`config.mk`:
```
export PLATFORM = sky130hd
export DESIGN_NAME = edp_policy
export DESIGN_NICKNAME = d
export VERILOG_FILES = /design/src/hw/edp_pkg.sv /design/src/hw/edp_policy.sv
export VERILOG_INCLUDE_DIRS = /design/src /design/src/hw
export SDC_FILE = /design/constraint.sdc
export NUM_CORES = 1
export LEC_CHECK = 0
export BUFFER_PORTS_ARGS = -buffer_cell sky130_fd_sc_hd__buf_4
export CAP_MARGIN = 20
export CORE_MARGIN = 4
export CORE_UTILIZATION = 45
export DETAILED_ROUTE_END_ITERATION = 8
export PLACE_DENSITY = 0.81
export SETUP_SLACK_MARGIN = 0.02
export SLEW_MARGIN = 10
export SYNTH_ARGS = -nofsm -noshare
export SYNTH_HDL_FRONTEND = slang
export SYNTH_SLANG_ARGS = --single-unit
```
`constraint.sdc`:
```
create_clock -name clock_in -period 2.1 [get_ports clock_in]
set_input_delay 0.105 -clock clock_in [delete_from_list [all_inputs] [get_ports clock_in]]
set_output_delay 0.105 -clock clock_in [all_outputs]
set_load 0.02 [all_outputs]
```
`src/hw/edp_consts.svh`:
```
// register offsets, field positions and reset values of the enclave debug policy block
`ifndef EDP_CONSTS_SVH
`define EDP_CONSTS_SVH

`define EDP_OFS_DBGCTL      8'h00
`define EDP_OFS_FEATCTL     8'h04
`define EDP_OFS_MCBANK      8'h08
`define EDP_OFS_CTRL        8'h0c
`define EDP_OFS_STATUS      8'h10

`define EDP_DBGCTL_TXN_BIT  11
`define EDP_FEATCTL_TXN_BIT 15
`define EDP_DBGSTAT_TXN_BIT 16
`define EDP_CTRL_FEAT_BIT   0
`define EDP_STAT_CAP_BIT    0
`define EDP_STAT_OPTIN_BIT  1
`define EDP_STAT_LOST_BIT   2

`define EDP_NUM_BANKS       8
`define EDP_BANK_SUPPORTED  8'hff
`define EDP_BANK_RESET      8'hff
`define EDP_IO_PRIV_TOP     2'h3
`define EDP_PRIV_USER       2'h3

`endif

```
`src/hw/edp_pkg.sv`:
```
// types shared by the enclave debug policy block
package edp_pkg;

    // core events presented on the event port
    typedef enum logic [4:0] {
        EVT_OP_USER   = 5'h00,
        EVT_OP_SUPER  = 5'h01,
        EVT_TXN_BEGIN = 5'h02,
        EVT_FETCH_OUT = 5'h03,
        EVT_PAGE_DENY = 5'h04,
        EVT_TXN_ABORT = 5'h05,
        EVT_DBG_FAULT = 5'h06,
        EVT_BP_FAULT  = 5'h07,
        EVT_MC_FAULT  = 5'h08,
        EVT_CORR_MC   = 5'h09,
        EVT_ENTER     = 5'h0a,
        EVT_RESUME    = 5'h0b,
        EVT_EXIT      = 5'h0c,
        EVT_FEXIT     = 5'h0d,
        EVT_SET_IRQ   = 5'h0e,
        EVT_REPORT    = 5'h0f,
        EVT_KEY_REQ   = 5'h10,
        EVT_DBG_READ  = 5'h11,
        EVT_DBG_WRITE = 5'h12,
        EVT_PAGE_ADD  = 5'h13
    } edp_evt_t;

    // verdict handed back to the core
    typedef enum logic [3:0] {
        ACT_NONE        = 4'h0,
        ACT_ABORT_RETRY = 4'h1,
        ACT_ABORT_FB    = 4'h2,
        ACT_GP_FAULT    = 4'h3,
        ACT_DBG_EXIT    = 4'h4,
        ACT_MC_EXIT     = 4'h5,
        ACT_GRANT       = 4'h6,
        ACT_REFUSE      = 4'h7,
        ACT_FLAG_CLEAR  = 4'h8,
        ACT_SET_IF      = 4'h9
    } edp_act_t;

endpackage

```
`src/hw/edp_policy.sv`:
```
// enclave debug and exception policy with apb register slave
`timescale 1ns/1ps
`include "edp_consts.svh"

module edp_policy (
    input  logic                clock_in,
    input  logic                rst_b_in,
    // apb slave
    input  logic                psel_in,
    input  logic                penable_in,
    input  logic                pwrite_in,
    input  logic [7:0]          paddr_in,
    input  logic [31:0]         pwdata_in,
    output logic [31:0]         prdata_out,
    output logic                pready_out,
    output logic                pslverr_out,
    // core event port
    input  logic                evt_valid_in,
    input  edp_pkg::edp_evt_t   evt_kind_in,
    input  logic                in_enclave_in,
    input  logic                in_elided_in,
    input  logic                in_txn_in,
    input  logic                handler_inside_in,
    input  logic                fault_in,
    input  logic                vm_exit_in,
    input  logic                guest_in,
    input  logic                mon_ctl_in,
    input  logic                step_flag_in,
    input  logic                step_masked_in,
    input  logic                mon_masked_in,
    input  logic                opt_in_flag_in,
    input  logic                debug_attr_in,
    input  logic [1:0]          priv_in,
    input  logic [1:0]          io_priv_in,
    input  logic                v86_in,
    input  logic                virq_en_in,
    input  logic                virq_pend_in,
    input  logic                virq_flag_in,
    // verdict
    output logic                act_valid_out,
    output edp_pkg::edp_act_t   act_out,
    output logic                rip_to_begin_out,
    output logic                gp_ip_fallback_out,
    output logic                dbgstat_b16_clr_out,
    output logic                pend_b16_set_out,
    output logic                ss_pend_out,
    output logic                mon_pend_out,
    output logic                virq_pend_out,
    output logic                virq_flag_out,
    output logic                saved_virq_pend_out,
    output logic                saved_virq_flag_out,
    output logic                opt_in_out,
    output logic                feature_cap_out
);

    logic                       dbgctl_b11_r;
    logic                       featctl_b15_r;
    logic [`EDP_NUM_BANKS-1:0]  bank_en_r;
    logic                       feat_on_r;
    logic                       cap_lost_r;
    logic                       opt_in_r;
    logic                       apb_wr;
    logic                       apb_rd;
    logic                       txn_encl;
    logic                       dbg_live;
    logic                       mon_arm;
    logic                       exit_nxt;
    logic                       bank_drop;
    logic [31:0]                rd_nxt;
    edp_pkg::edp_act_t          act_nxt;
    logic                       ss_nxt;
    logic                       mon_nxt;
    logic                       rip_nxt;
    logic                       gpip_nxt;
    logic                       clr16_nxt;
    logic                       pend16_nxt;

    // true for an address that holds a register
    function automatic logic reg_hit(input logic [7:0] a);
        reg_hit = (a == `EDP_OFS_DBGCTL) || (a == `EDP_OFS_FEATCTL) ||
                  (a == `EDP_OFS_MCBANK) || (a == `EDP_OFS_CTRL) ||
                  (a == `EDP_OFS_STATUS);
    endfunction

    // one wait state: pready rises in the second access cycle
    assign apb_wr = psel_in & penable_in & pready_out & pwrite_in;
    assign apb_rd = psel_in & penable_in & ~pready_out & ~pwrite_in;

    always_ff @(posedge clock_in or negedge rst_b_in) begin
        if (!rst_b_in) begin
            pready_out  <= 1'b0;
            pslverr_out <= 1'b0;
        end else begin
            pready_out  <= psel_in & penable_in & ~pready_out;
            pslverr_out <= psel_in & penable_in & ~pready_out & ~reg_hit(paddr_in);
        end
    end

    // read data mux; status shows live capability and entry kind
    always_comb begin
        rd_nxt = 32'h0000_0000;
        case (paddr_in)
            `EDP_OFS_DBGCTL:  rd_nxt[`EDP_DBGCTL_TXN_BIT] = dbgctl_b11_r;
            `EDP_OFS_FEATCTL: rd_nxt[`EDP_FEATCTL_TXN_BIT] = featctl_b15_r;
            `EDP_OFS_MCBANK:  rd_nxt[`EDP_NUM_BANKS-1:0] = bank_en_r;
            `EDP_OFS_CTRL:    rd_nxt[`EDP_CTRL_FEAT_BIT] = feat_on_r;
            `EDP_OFS_STATUS: begin
                rd_nxt[`EDP_STAT_CAP_BIT]   = feature_cap_out;
                rd_nxt[`EDP_STAT_OPTIN_BIT] = opt_in_r;
                rd_nxt[`EDP_STAT_LOST_BIT]  = cap_lost_r;
            end
            default: rd_nxt = 32'h0000_0000;
        endcase
    end

    always_ff @(posedge clock_in or negedge rst_b_in) begin
        if (!rst_b_in) begin
            prdata_out <= 32'h0000_0000;
        end else if (apb_rd) begin
            prdata_out <= rd_nxt;
        end
    end

    // software-written controls; writes land at the edge pready is sampled
    always_ff @(posedge clock_in or negedge rst_b_in) begin
        if (!rst_b_in) begin
            dbgctl_b11_r  <= 1'b0;
            featctl_b15_r <= 1'b0;
            bank_en_r     <= `EDP_BANK_RESET;
            feat_on_r     <= 1'b0;
        end else if (apb_wr) begin
            case (paddr_in)
                `EDP_OFS_DBGCTL:  dbgctl_b11_r <= pwdata_in[`EDP_DBGCTL_TXN_BIT];
                `EDP_OFS_FEATCTL: featctl_b15_r <= pwdata_in[`EDP_FEATCTL_TXN_BIT];
                `EDP_OFS_MCBANK:  bank_en_r <= pwdata_in[`EDP_NUM_BANKS-1:0];
                `EDP_OFS_CTRL:    feat_on_r <= pwdata_in[`EDP_CTRL_FEAT_BIT];
                default:          feat_on_r <= feat_on_r;
            endcase
        end
    end

    // a supported bank going from one to zero is a one-way loss
    assign bank_drop = apb_wr && (paddr_in == `EDP_OFS_MCBANK) &&
                       |(bank_en_r & ~pwdata_in[`EDP_NUM_BANKS-1:0] & `EDP_BANK_SUPPORTED);

    // sticky loss; only reset clears it, so no set/clear race exists
    always_ff @(posedge clock_in or negedge rst_b_in) begin
        if (!rst_b_in) begin
            cap_lost_r <= 1'b0;
        end else if (bank_drop) begin
            cap_lost_r <= 1'b1;
        end else if (evt_valid_in && evt_kind_in == edp_pkg::EVT_MC_FAULT && feat_on_r) begin
            cap_lost_r <= 1'b1;
        end
    end

    always_ff @(posedge clock_in or negedge rst_b_in) begin
        if (!rst_b_in) begin
            feature_cap_out <= 1'b0;
        end else begin
            feature_cap_out <= feat_on_r & ~cap_lost_r &
                               (&(bank_en_r | ~`EDP_BANK_SUPPORTED));
        end
    end

    assign txn_encl = in_enclave_in & in_txn_in;
    assign dbg_live = opt_in_r & dbgctl_b11_r & featctl_b15_r;
    assign mon_arm  = guest_in & mon_ctl_in;

    // verdict for the presented event
    always_comb begin
        act_nxt    = edp_pkg::ACT_NONE;
        ss_nxt     = 1'b0;
        mon_nxt    = 1'b0;
        rip_nxt    = 1'b0;
        gpip_nxt   = 1'b0;
        clr16_nxt  = 1'b0;
        pend16_nxt = 1'b0;
        case (evt_kind_in)
            edp_pkg::EVT_OP_USER, edp_pkg::EVT_OP_SUPER: begin
                if (in_txn_in) begin
                    act_nxt = edp_pkg::ACT_ABORT_FB;
                end else if (in_elided_in) begin
                    act_nxt = edp_pkg::ACT_ABORT_RETRY;
                end else if (evt_kind_in == edp_pkg::EVT_OP_SUPER) begin
                    ss_nxt  = step_flag_in & ~fault_in;
                    mon_nxt = mon_arm & (~fault_in | ~vm_exit_in);
                end
            end
            edp_pkg::EVT_REPORT, edp_pkg::EVT_KEY_REQ: begin
                ss_nxt  = step_flag_in & ~step_masked_in & ~fault_in;
                mon_nxt = mon_arm & ~mon_masked_in &
                          (~fault_in | ~vm_exit_in);
            end
            // handler location is deliberately not looked at
            edp_pkg::EVT_TXN_BEGIN: act_nxt = edp_pkg::ACT_NONE;
            edp_pkg::EVT_FETCH_OUT, edp_pkg::EVT_PAGE_DENY: begin
                if (txn_encl) begin
                    act_nxt = edp_pkg::ACT_ABORT_FB;
                end
            end
            edp_pkg::EVT_TXN_ABORT: begin
                if (txn_encl && !handler_inside_in) begin
                    act_nxt  = edp_pkg::ACT_GP_FAULT;
                    gpip_nxt = 1'b1;
                end else if (txn_encl) begin
                    act_nxt = edp_pkg::ACT_ABORT_FB;
                end
            end
            edp_pkg::EVT_DBG_FAULT, edp_pkg::EVT_BP_FAULT: begin
                if (txn_encl && dbg_live) begin
                    // breakpoint is converted to debug fault
                    act_nxt    = edp_pkg::ACT_DBG_EXIT;
                    rip_nxt    = 1'b1;
                    clr16_nxt  = ~vm_exit_in;
                    pend16_nxt = vm_exit_in;
                end else if (txn_encl) begin
                    act_nxt = edp_pkg::ACT_ABORT_FB;
                end
            end
            edp_pkg::EVT_MC_FAULT, edp_pkg::EVT_CORR_MC: begin
                if (in_enclave_in) begin
                    act_nxt = edp_pkg::ACT_MC_EXIT;
                end
            end
            edp_pkg::EVT_SET_IRQ: begin
                if (io_priv_in == `EDP_IO_PRIV_TOP) begin
                    act_nxt = edp_pkg::ACT_SET_IF;
                end else if (virq_en_in && priv_in == `EDP_PRIV_USER && !v86_in &&
                             virq_pend_in && !virq_flag_in) begin
                    act_nxt = edp_pkg::ACT_GP_FAULT;
                end
            end
            edp_pkg::EVT_DBG_READ, edp_pkg::EVT_DBG_WRITE: begin
                // production enclaves are never opened
                act_nxt = debug_attr_in ? edp_pkg::ACT_GRANT : edp_pkg::ACT_REFUSE;
            end
            edp_pkg::EVT_PAGE_ADD: act_nxt = edp_pkg::ACT_FLAG_CLEAR;
            default: act_nxt = edp_pkg::ACT_NONE;
        endcase
    end

    // verdict outputs stand for exactly one cycle after the event
    always_ff @(posedge clock_in or negedge rst_b_in) begin
        if (!rst_b_in) begin
            act_valid_out       <= 1'b0;
            act_out             <= edp_pkg::ACT_NONE;
            ss_pend_out         <= 1'b0;
            mon_pend_out        <= 1'b0;
            rip_to_begin_out    <= 1'b0;
            gp_ip_fallback_out  <= 1'b0;
            dbgstat_b16_clr_out <= 1'b0;
            pend_b16_set_out    <= 1'b0;
        end else begin
            act_valid_out       <= evt_valid_in;
            act_out             <= evt_valid_in ? act_nxt : edp_pkg::ACT_NONE;
            ss_pend_out         <= evt_valid_in & ss_nxt;
            mon_pend_out        <= evt_valid_in & mon_nxt;
            rip_to_begin_out    <= evt_valid_in & rip_nxt;
            gp_ip_fallback_out  <= evt_valid_in & gpip_nxt;
            dbgstat_b16_clr_out <= evt_valid_in & clr16_nxt;
            pend_b16_set_out    <= evt_valid_in & pend16_nxt;
        end
    end

    // any leave of the enclave, architectural or forced
    assign exit_nxt = evt_valid_in &&
                      (evt_kind_in == edp_pkg::EVT_EXIT || evt_kind_in == edp_pkg::EVT_FEXIT ||
                       act_nxt == edp_pkg::ACT_DBG_EXIT || act_nxt == edp_pkg::ACT_MC_EXIT);

    // entry kind tracking; an exit in the same cycle as nothing else
    always_ff @(posedge clock_in or negedge rst_b_in) begin
        if (!rst_b_in) begin
            opt_in_r <= 1'b0;
        end else if (evt_valid_in && (evt_kind_in == edp_pkg::EVT_ENTER ||
                                      evt_kind_in == edp_pkg::EVT_RESUME)) begin
            opt_in_r <= opt_in_flag_in;
        end else if (exit_nxt) begin
            opt_in_r <= 1'b0;
        end
    end

    always_ff @(posedge clock_in or negedge rst_b_in) begin
        if (!rst_b_in) begin
            opt_in_out <= 1'b0;
        end else begin
            opt_in_out <= opt_in_r;
        end
    end

    // virtual irq bits pass through untouched on entry, resume and exit
    always_ff @(posedge clock_in or negedge rst_b_in) begin
        if (!rst_b_in) begin
            virq_pend_out <= 1'b0;
            virq_flag_out <= 1'b0;
        end else if (evt_valid_in && (evt_kind_in == edp_pkg::EVT_ENTER ||
                                      evt_kind_in == edp_pkg::EVT_RESUME ||
                                      exit_nxt)) begin
            virq_pend_out <= virq_pend_in;
            virq_flag_out <= virq_flag_in;
        end
    end

    // image saved on forced exit; the image is never read back into the flags
    always_ff @(posedge clock_in or negedge rst_b_in) begin
        if (!rst_b_in) begin
            saved_virq_pend_out <= 1'b0;
            saved_virq_flag_out <= 1'b0;
        end else if (exit_nxt && evt_kind_in != edp_pkg::EVT_EXIT) begin
            saved_virq_pend_out <= virq_pend_in;
            saved_virq_flag_out <= virq_flag_in;
        end
    end
endmodule

```
# Word level (Yosys, flattened, before mapping)
# Index checks and enable logic that the tools add are counted.
# classes
n_reduce_logical	42
n_addsub	0
bitwise_logic	35
div_mod_pow	0
order_cmp	0
mul	0
n_mux	36
n_eq_ne	27
shifts	0
# op_table
op	n
== test 5 x 4 -> 1 bit, second input constant	8
one-hot mux 4 bit (8 select lines)	1
bitwise AND 1 bit	24
two-way mux 1 bit	22
== test 5 x 3 -> 1 bit, second input constant	4
== test 5 bit, second input constant	4
== test 8 x 4 -> 1 bit, second input constant	2
two-way mux 4 bit	4
logical AND 1 bit	14
OR reduction 2 bit	6
logical OR 1 bit	9
bitwise AND 8 bit	1
== test 4 x 3 -> 1 bit, second input constant	2
== test 8 x 3 -> 1 bit, second input constant	1
== test 8 x 5 -> 1 bit, second input constant	1
zero test 8 bit	1
NOT 1 bit	8
NOT 8 bit	1
AND reduction 2 bit	4
AND reduction 8 bit	1
OR reduction 8 bit	1
two-way mux 2 bit	3
== test 5 x 1 -> 1 bit, second input constant	1
== test 5 x 2 -> 1 bit, second input constant	1
other kinds (11)	16
# totals
ram_bits	0
memories	0
inputBits	72
rom_bits	0
out_inout_bits	51
latch_bits	0
register_bits	42
word_cells	163

# Depth between registers and ports, before layout
# depth
word_depth	14
mapped_depth	6
mapped_depth_nobuf	4

# Least setup slack after synthesis
# No wires, ideal clock.
# synth_path
path_kind	input port to flip-flop
from	in paddr_in[7]
to	reg bank_en_r[0]
required_time_ps	2018
setup_ps	82
path_buffers	2
arrival_ps	1707
path_slack_ps	311
path_stages	5
path_cell_list	or4_1 -> buf_2 -> or4_4 -> buf_6 -> mux2_4
# synth_between
elab_chain_cells	2
# synth_rtl
item	line	rtl
from (decl)	edp_policy.sv:12	input logic [7:0] paddr_in,
== test 8 x 4 -> 1 bit	edp_policy.sv:132	case (paddr_in)
AND reduction 2 bit (no line)	n/a	
to (signal assigned)	edp_policy.sv:129	bank_en_r <= `EDP_BANK_RESET;
to (signal assigned)	edp_policy.sv:135	`EDP_OFS_MCBANK: bank_en_r <= pwdata_in[`EDP_NUM_BANKS-1:0];
to (decl)	edp_policy.sv:58	logic [`EDP_NUM_BANKS-1:0] bank_en_r;
# Every way passes these cells.
# A chain may end at the register's enable or synchronous reset.

# Worst setup path in the final report
# layout_path
from	in paddr_in[7]
to	reg bank_en_r[2]
# Same word-level chain as after synthesis.

==> results.toml <==
[route]
routedWlPerCell_um = 15.08
wirelength_um = 5503
dr.pass1.iters = 4
ant_nets = 0
initialDrtViolationCount = 130
num_vias = 1947
via_per_inst = 5.334
drc = 0

[power_and_ir_drop]
p_leak_nw = 1.414
power_frac_seq_pct = 50.2
combinationalPowerShare_pct = 18.2
p_sw_share_pct = 27.25
peakVddDrop_mv = 0.3765
clock_power_share_pct = 31.6
switchingPower_uw = 464.2
intPower_mw = 1.239
powerDensity_nw_per_um2 = 579.1

[synth]
synthTopCellsByCount = "34 x dfrtp_1, 22 x buf_4, 18 x nand2_1"
synth_edf_count = 0
synth.largest_area_cell = "dfrtp_1"
syn_area_um2 = 2250
synthTopCellsByArea = "dfrtp_1 38%, dfstp_2 9.3%, buf_4 7.3%, mux2_4 5.3%, mux2_2 3.5%"
synth-main-ff-cell = "dfrtp_1"
yosysUniqueCellTypes = 49
async_reset_ff_share_pct = 100.0
synth_warnings = 0
synth.ff_latch_count = 42
yosysMostFrequentCell = "dfrtp_1"
synth_seq_area_share_pct = 47.16
yosysTopAreaCellShare_pct = 37.82
syn_area_per_cell_um2 = 10.46
syn_inst = 215

[sta]
fin_hold_ws_ps = 48.09
setup_tns_ps = 0
post-route-min-period_ps = 1667
worstMarginPinSlew_ps = 535.3
fmax_ghz = 0.5999
setup_viol = 0
skew_ps = 2.657
final.period_utilization_pct = 79.38
drv_slew = 0
slew-limit-headroom_pct = 63.98
hold_viol_final = 0
rsz0062_at_grt = "false"

[critical_path]
cp_max_fo = 9
critical_path_depth = 4
crit_buf_inv = 1
timing.rr.start = "pready_out"
r2r_cells = 3
cp-start-kind = "input port"
cp_slowest_cell = "or4_4"
cpPeakStageDelay_ps = 690
cp_top_family = "simple AND/OR/NAND/NOR gates"
crit_start = "paddr_in[7]"
arrival_ps = 1890
crit_type = "in2reg"
crit_chain = "buf_4 -> or4_1 -> or4_4 -> mux2_4"
crit_required_ps = 2320
crit_path_end_kind = "register"

[placed_design]
dpl.hpwl_um = 4114
dp.cells = 354
gp_congestion = 0.7963
io_buffers = 78

[floorplanning]
start_util_pct = 47.01
num_rows = 25
die_y_um = 78.71
die_area_um2 = 6194
die_w_um = 78.71
boundaryPins = 123
core_um2 = 4786

[final_layout]
top_register = "prdata_out"
antenna_cells = 0
final_cells = 365
register_area_um2 = 1061
syn2layout_area_growth_pct = 30.76
multi_input_area_um2 = 1030
drive_above_1_share_pct = 38.59
fin_nets = 369
fill_cells = 407
largest_register_ffs = 10
largest_registers = "prdata_out (10), bank_en_r (8), act_out (4)"

[flow_run]
max_cap_viol_count = 0

[clock_tree]
h-tree-depth = 2
cts-root-buf = "clkbuf_8"
cts_setup_buffers = 0
numCtsBuffers = 5
cts.sinks = 42
clk_pin_slew_worst_paths_ps = 80
cts.path.max_buffers = 2
insertion_delay_ps = 290
cts_tree = "built"
cts_resized = 0
cts.hold.buffers_added = 3

[global_route]
grt_max_degree = 43
grt_use_total_pct = 18.00
grt_pass1_vias = 1917
overflow = 0
grt_first_pass_wirelength_um = 8852
antenna_found_initial = 0

[worst_hold_path]
hold_class = "in2reg"
min_from = "pwdata_in[15]"
whs_path_depth = 2

[status]
outcome = "finished clean"
-- per-layer routing --
layer  global-route usage (%)  wire [um]
met1                    22.22       2206
met2                    30.22       2724
met3                    4.535        478
met4                    6.993         93
met5                        0          0
-- power groups by stage --
stage / combinational (mW) / clock (mW) / sequential, mW
6_report: 0.310 / 0.538 / 0.856
5_1_grt: 0.337 / 0.579 / 0.861
4_1_cts: 0.312 / 0.551 / 0.856
3_5_place_dp: 0.306 / 0 / 0.871
3_3_place_gp: 0.299 / 0 / 0.871
2_1_floorplan: 0.144 / 0 / 0.900
-- metrics by stage --
stage          worst slack (ps)  area, um2  util (%)  power [mW]
6_report                  433.0       2942     61.46       1.703
2_1_floorplan             310.9       2328         -       1.045
4_1_cts                   451.6       2942     61.46       1.719
5_1_grt                   336.3       2942     61.46       1.777
3_3_place_gp              158.4       2820     58.93       1.170
3_5_place_dp              143.2       2820     58.93       1.176
-- layout by cell type (no fill, tap or decap), types with 2 or more instances in the layout --
cell           count
a2111oi_0          2
a21oi_1            4
a22o_1             6
a22oi_1            3
a32o_1             3
a32oi_1            2
and2_1             4
and3_1             2
buf_4             82
clkbuf_8           6
conb_1            22
dfrtp_1           34
dfstp_2            8
dlygate4sd3_1      3
inv_1              8
mux2_2             7
mux2_4             8
nand2_1           18
nand2b_1           2
nand3_1            5
nand3b_1           2
nand4_1            6
nor2_1             9
nor2b_1            5
nor3_1             5
nor3b_1            3
nor4_1             8
o21ai_0            6
o22ai_1            4
or4_1              2
-- layout make-up --
| type | instances | share of cell area (%) |
|---|---|---|
| Timing Repair Buffer | 85 | 21.95 |
| Multi-Input combinational cell | 155 | 35.01 |
| Clock buffer | 7 | 2.935 |
| Inverter | 8 | 1.021 |
| Clock inverter | 1 | 0.1701 |
| Tap cell | 67 | 2.850 |
| Sequential cell | 42 | 36.07 |
-- final timing paths --
check                           endpoint  slack (ps)
setup / recovery            bank_en_r[2]         430
hold / removal             featctl_b15_r          50
setup reg to reg            bank_en_r[2]         540
hold reg to reg               pready_out         480
max in group asynchronous   bank_en_r[7]        1410
min in group asynchronous     act_out[3]         320
-- logic make-up (layout without fill, tap and decap cells) --
family / count (synthesis) / after routing / share of synthesized area [%]
compound gates: 37 / 37 / 12.24
xor+xnor: 1 / 1 / 0.3894
buf+inv: 39 / 101 / 10.57
flops: 42 / 42 / 47.16
mux: 16 / 16 / 9.289
other cells: 1 / 22 / 0.1667
simple gates: 79 / 79 / 20.19
No activity file was read; power rests on OpenSTA's default activity.
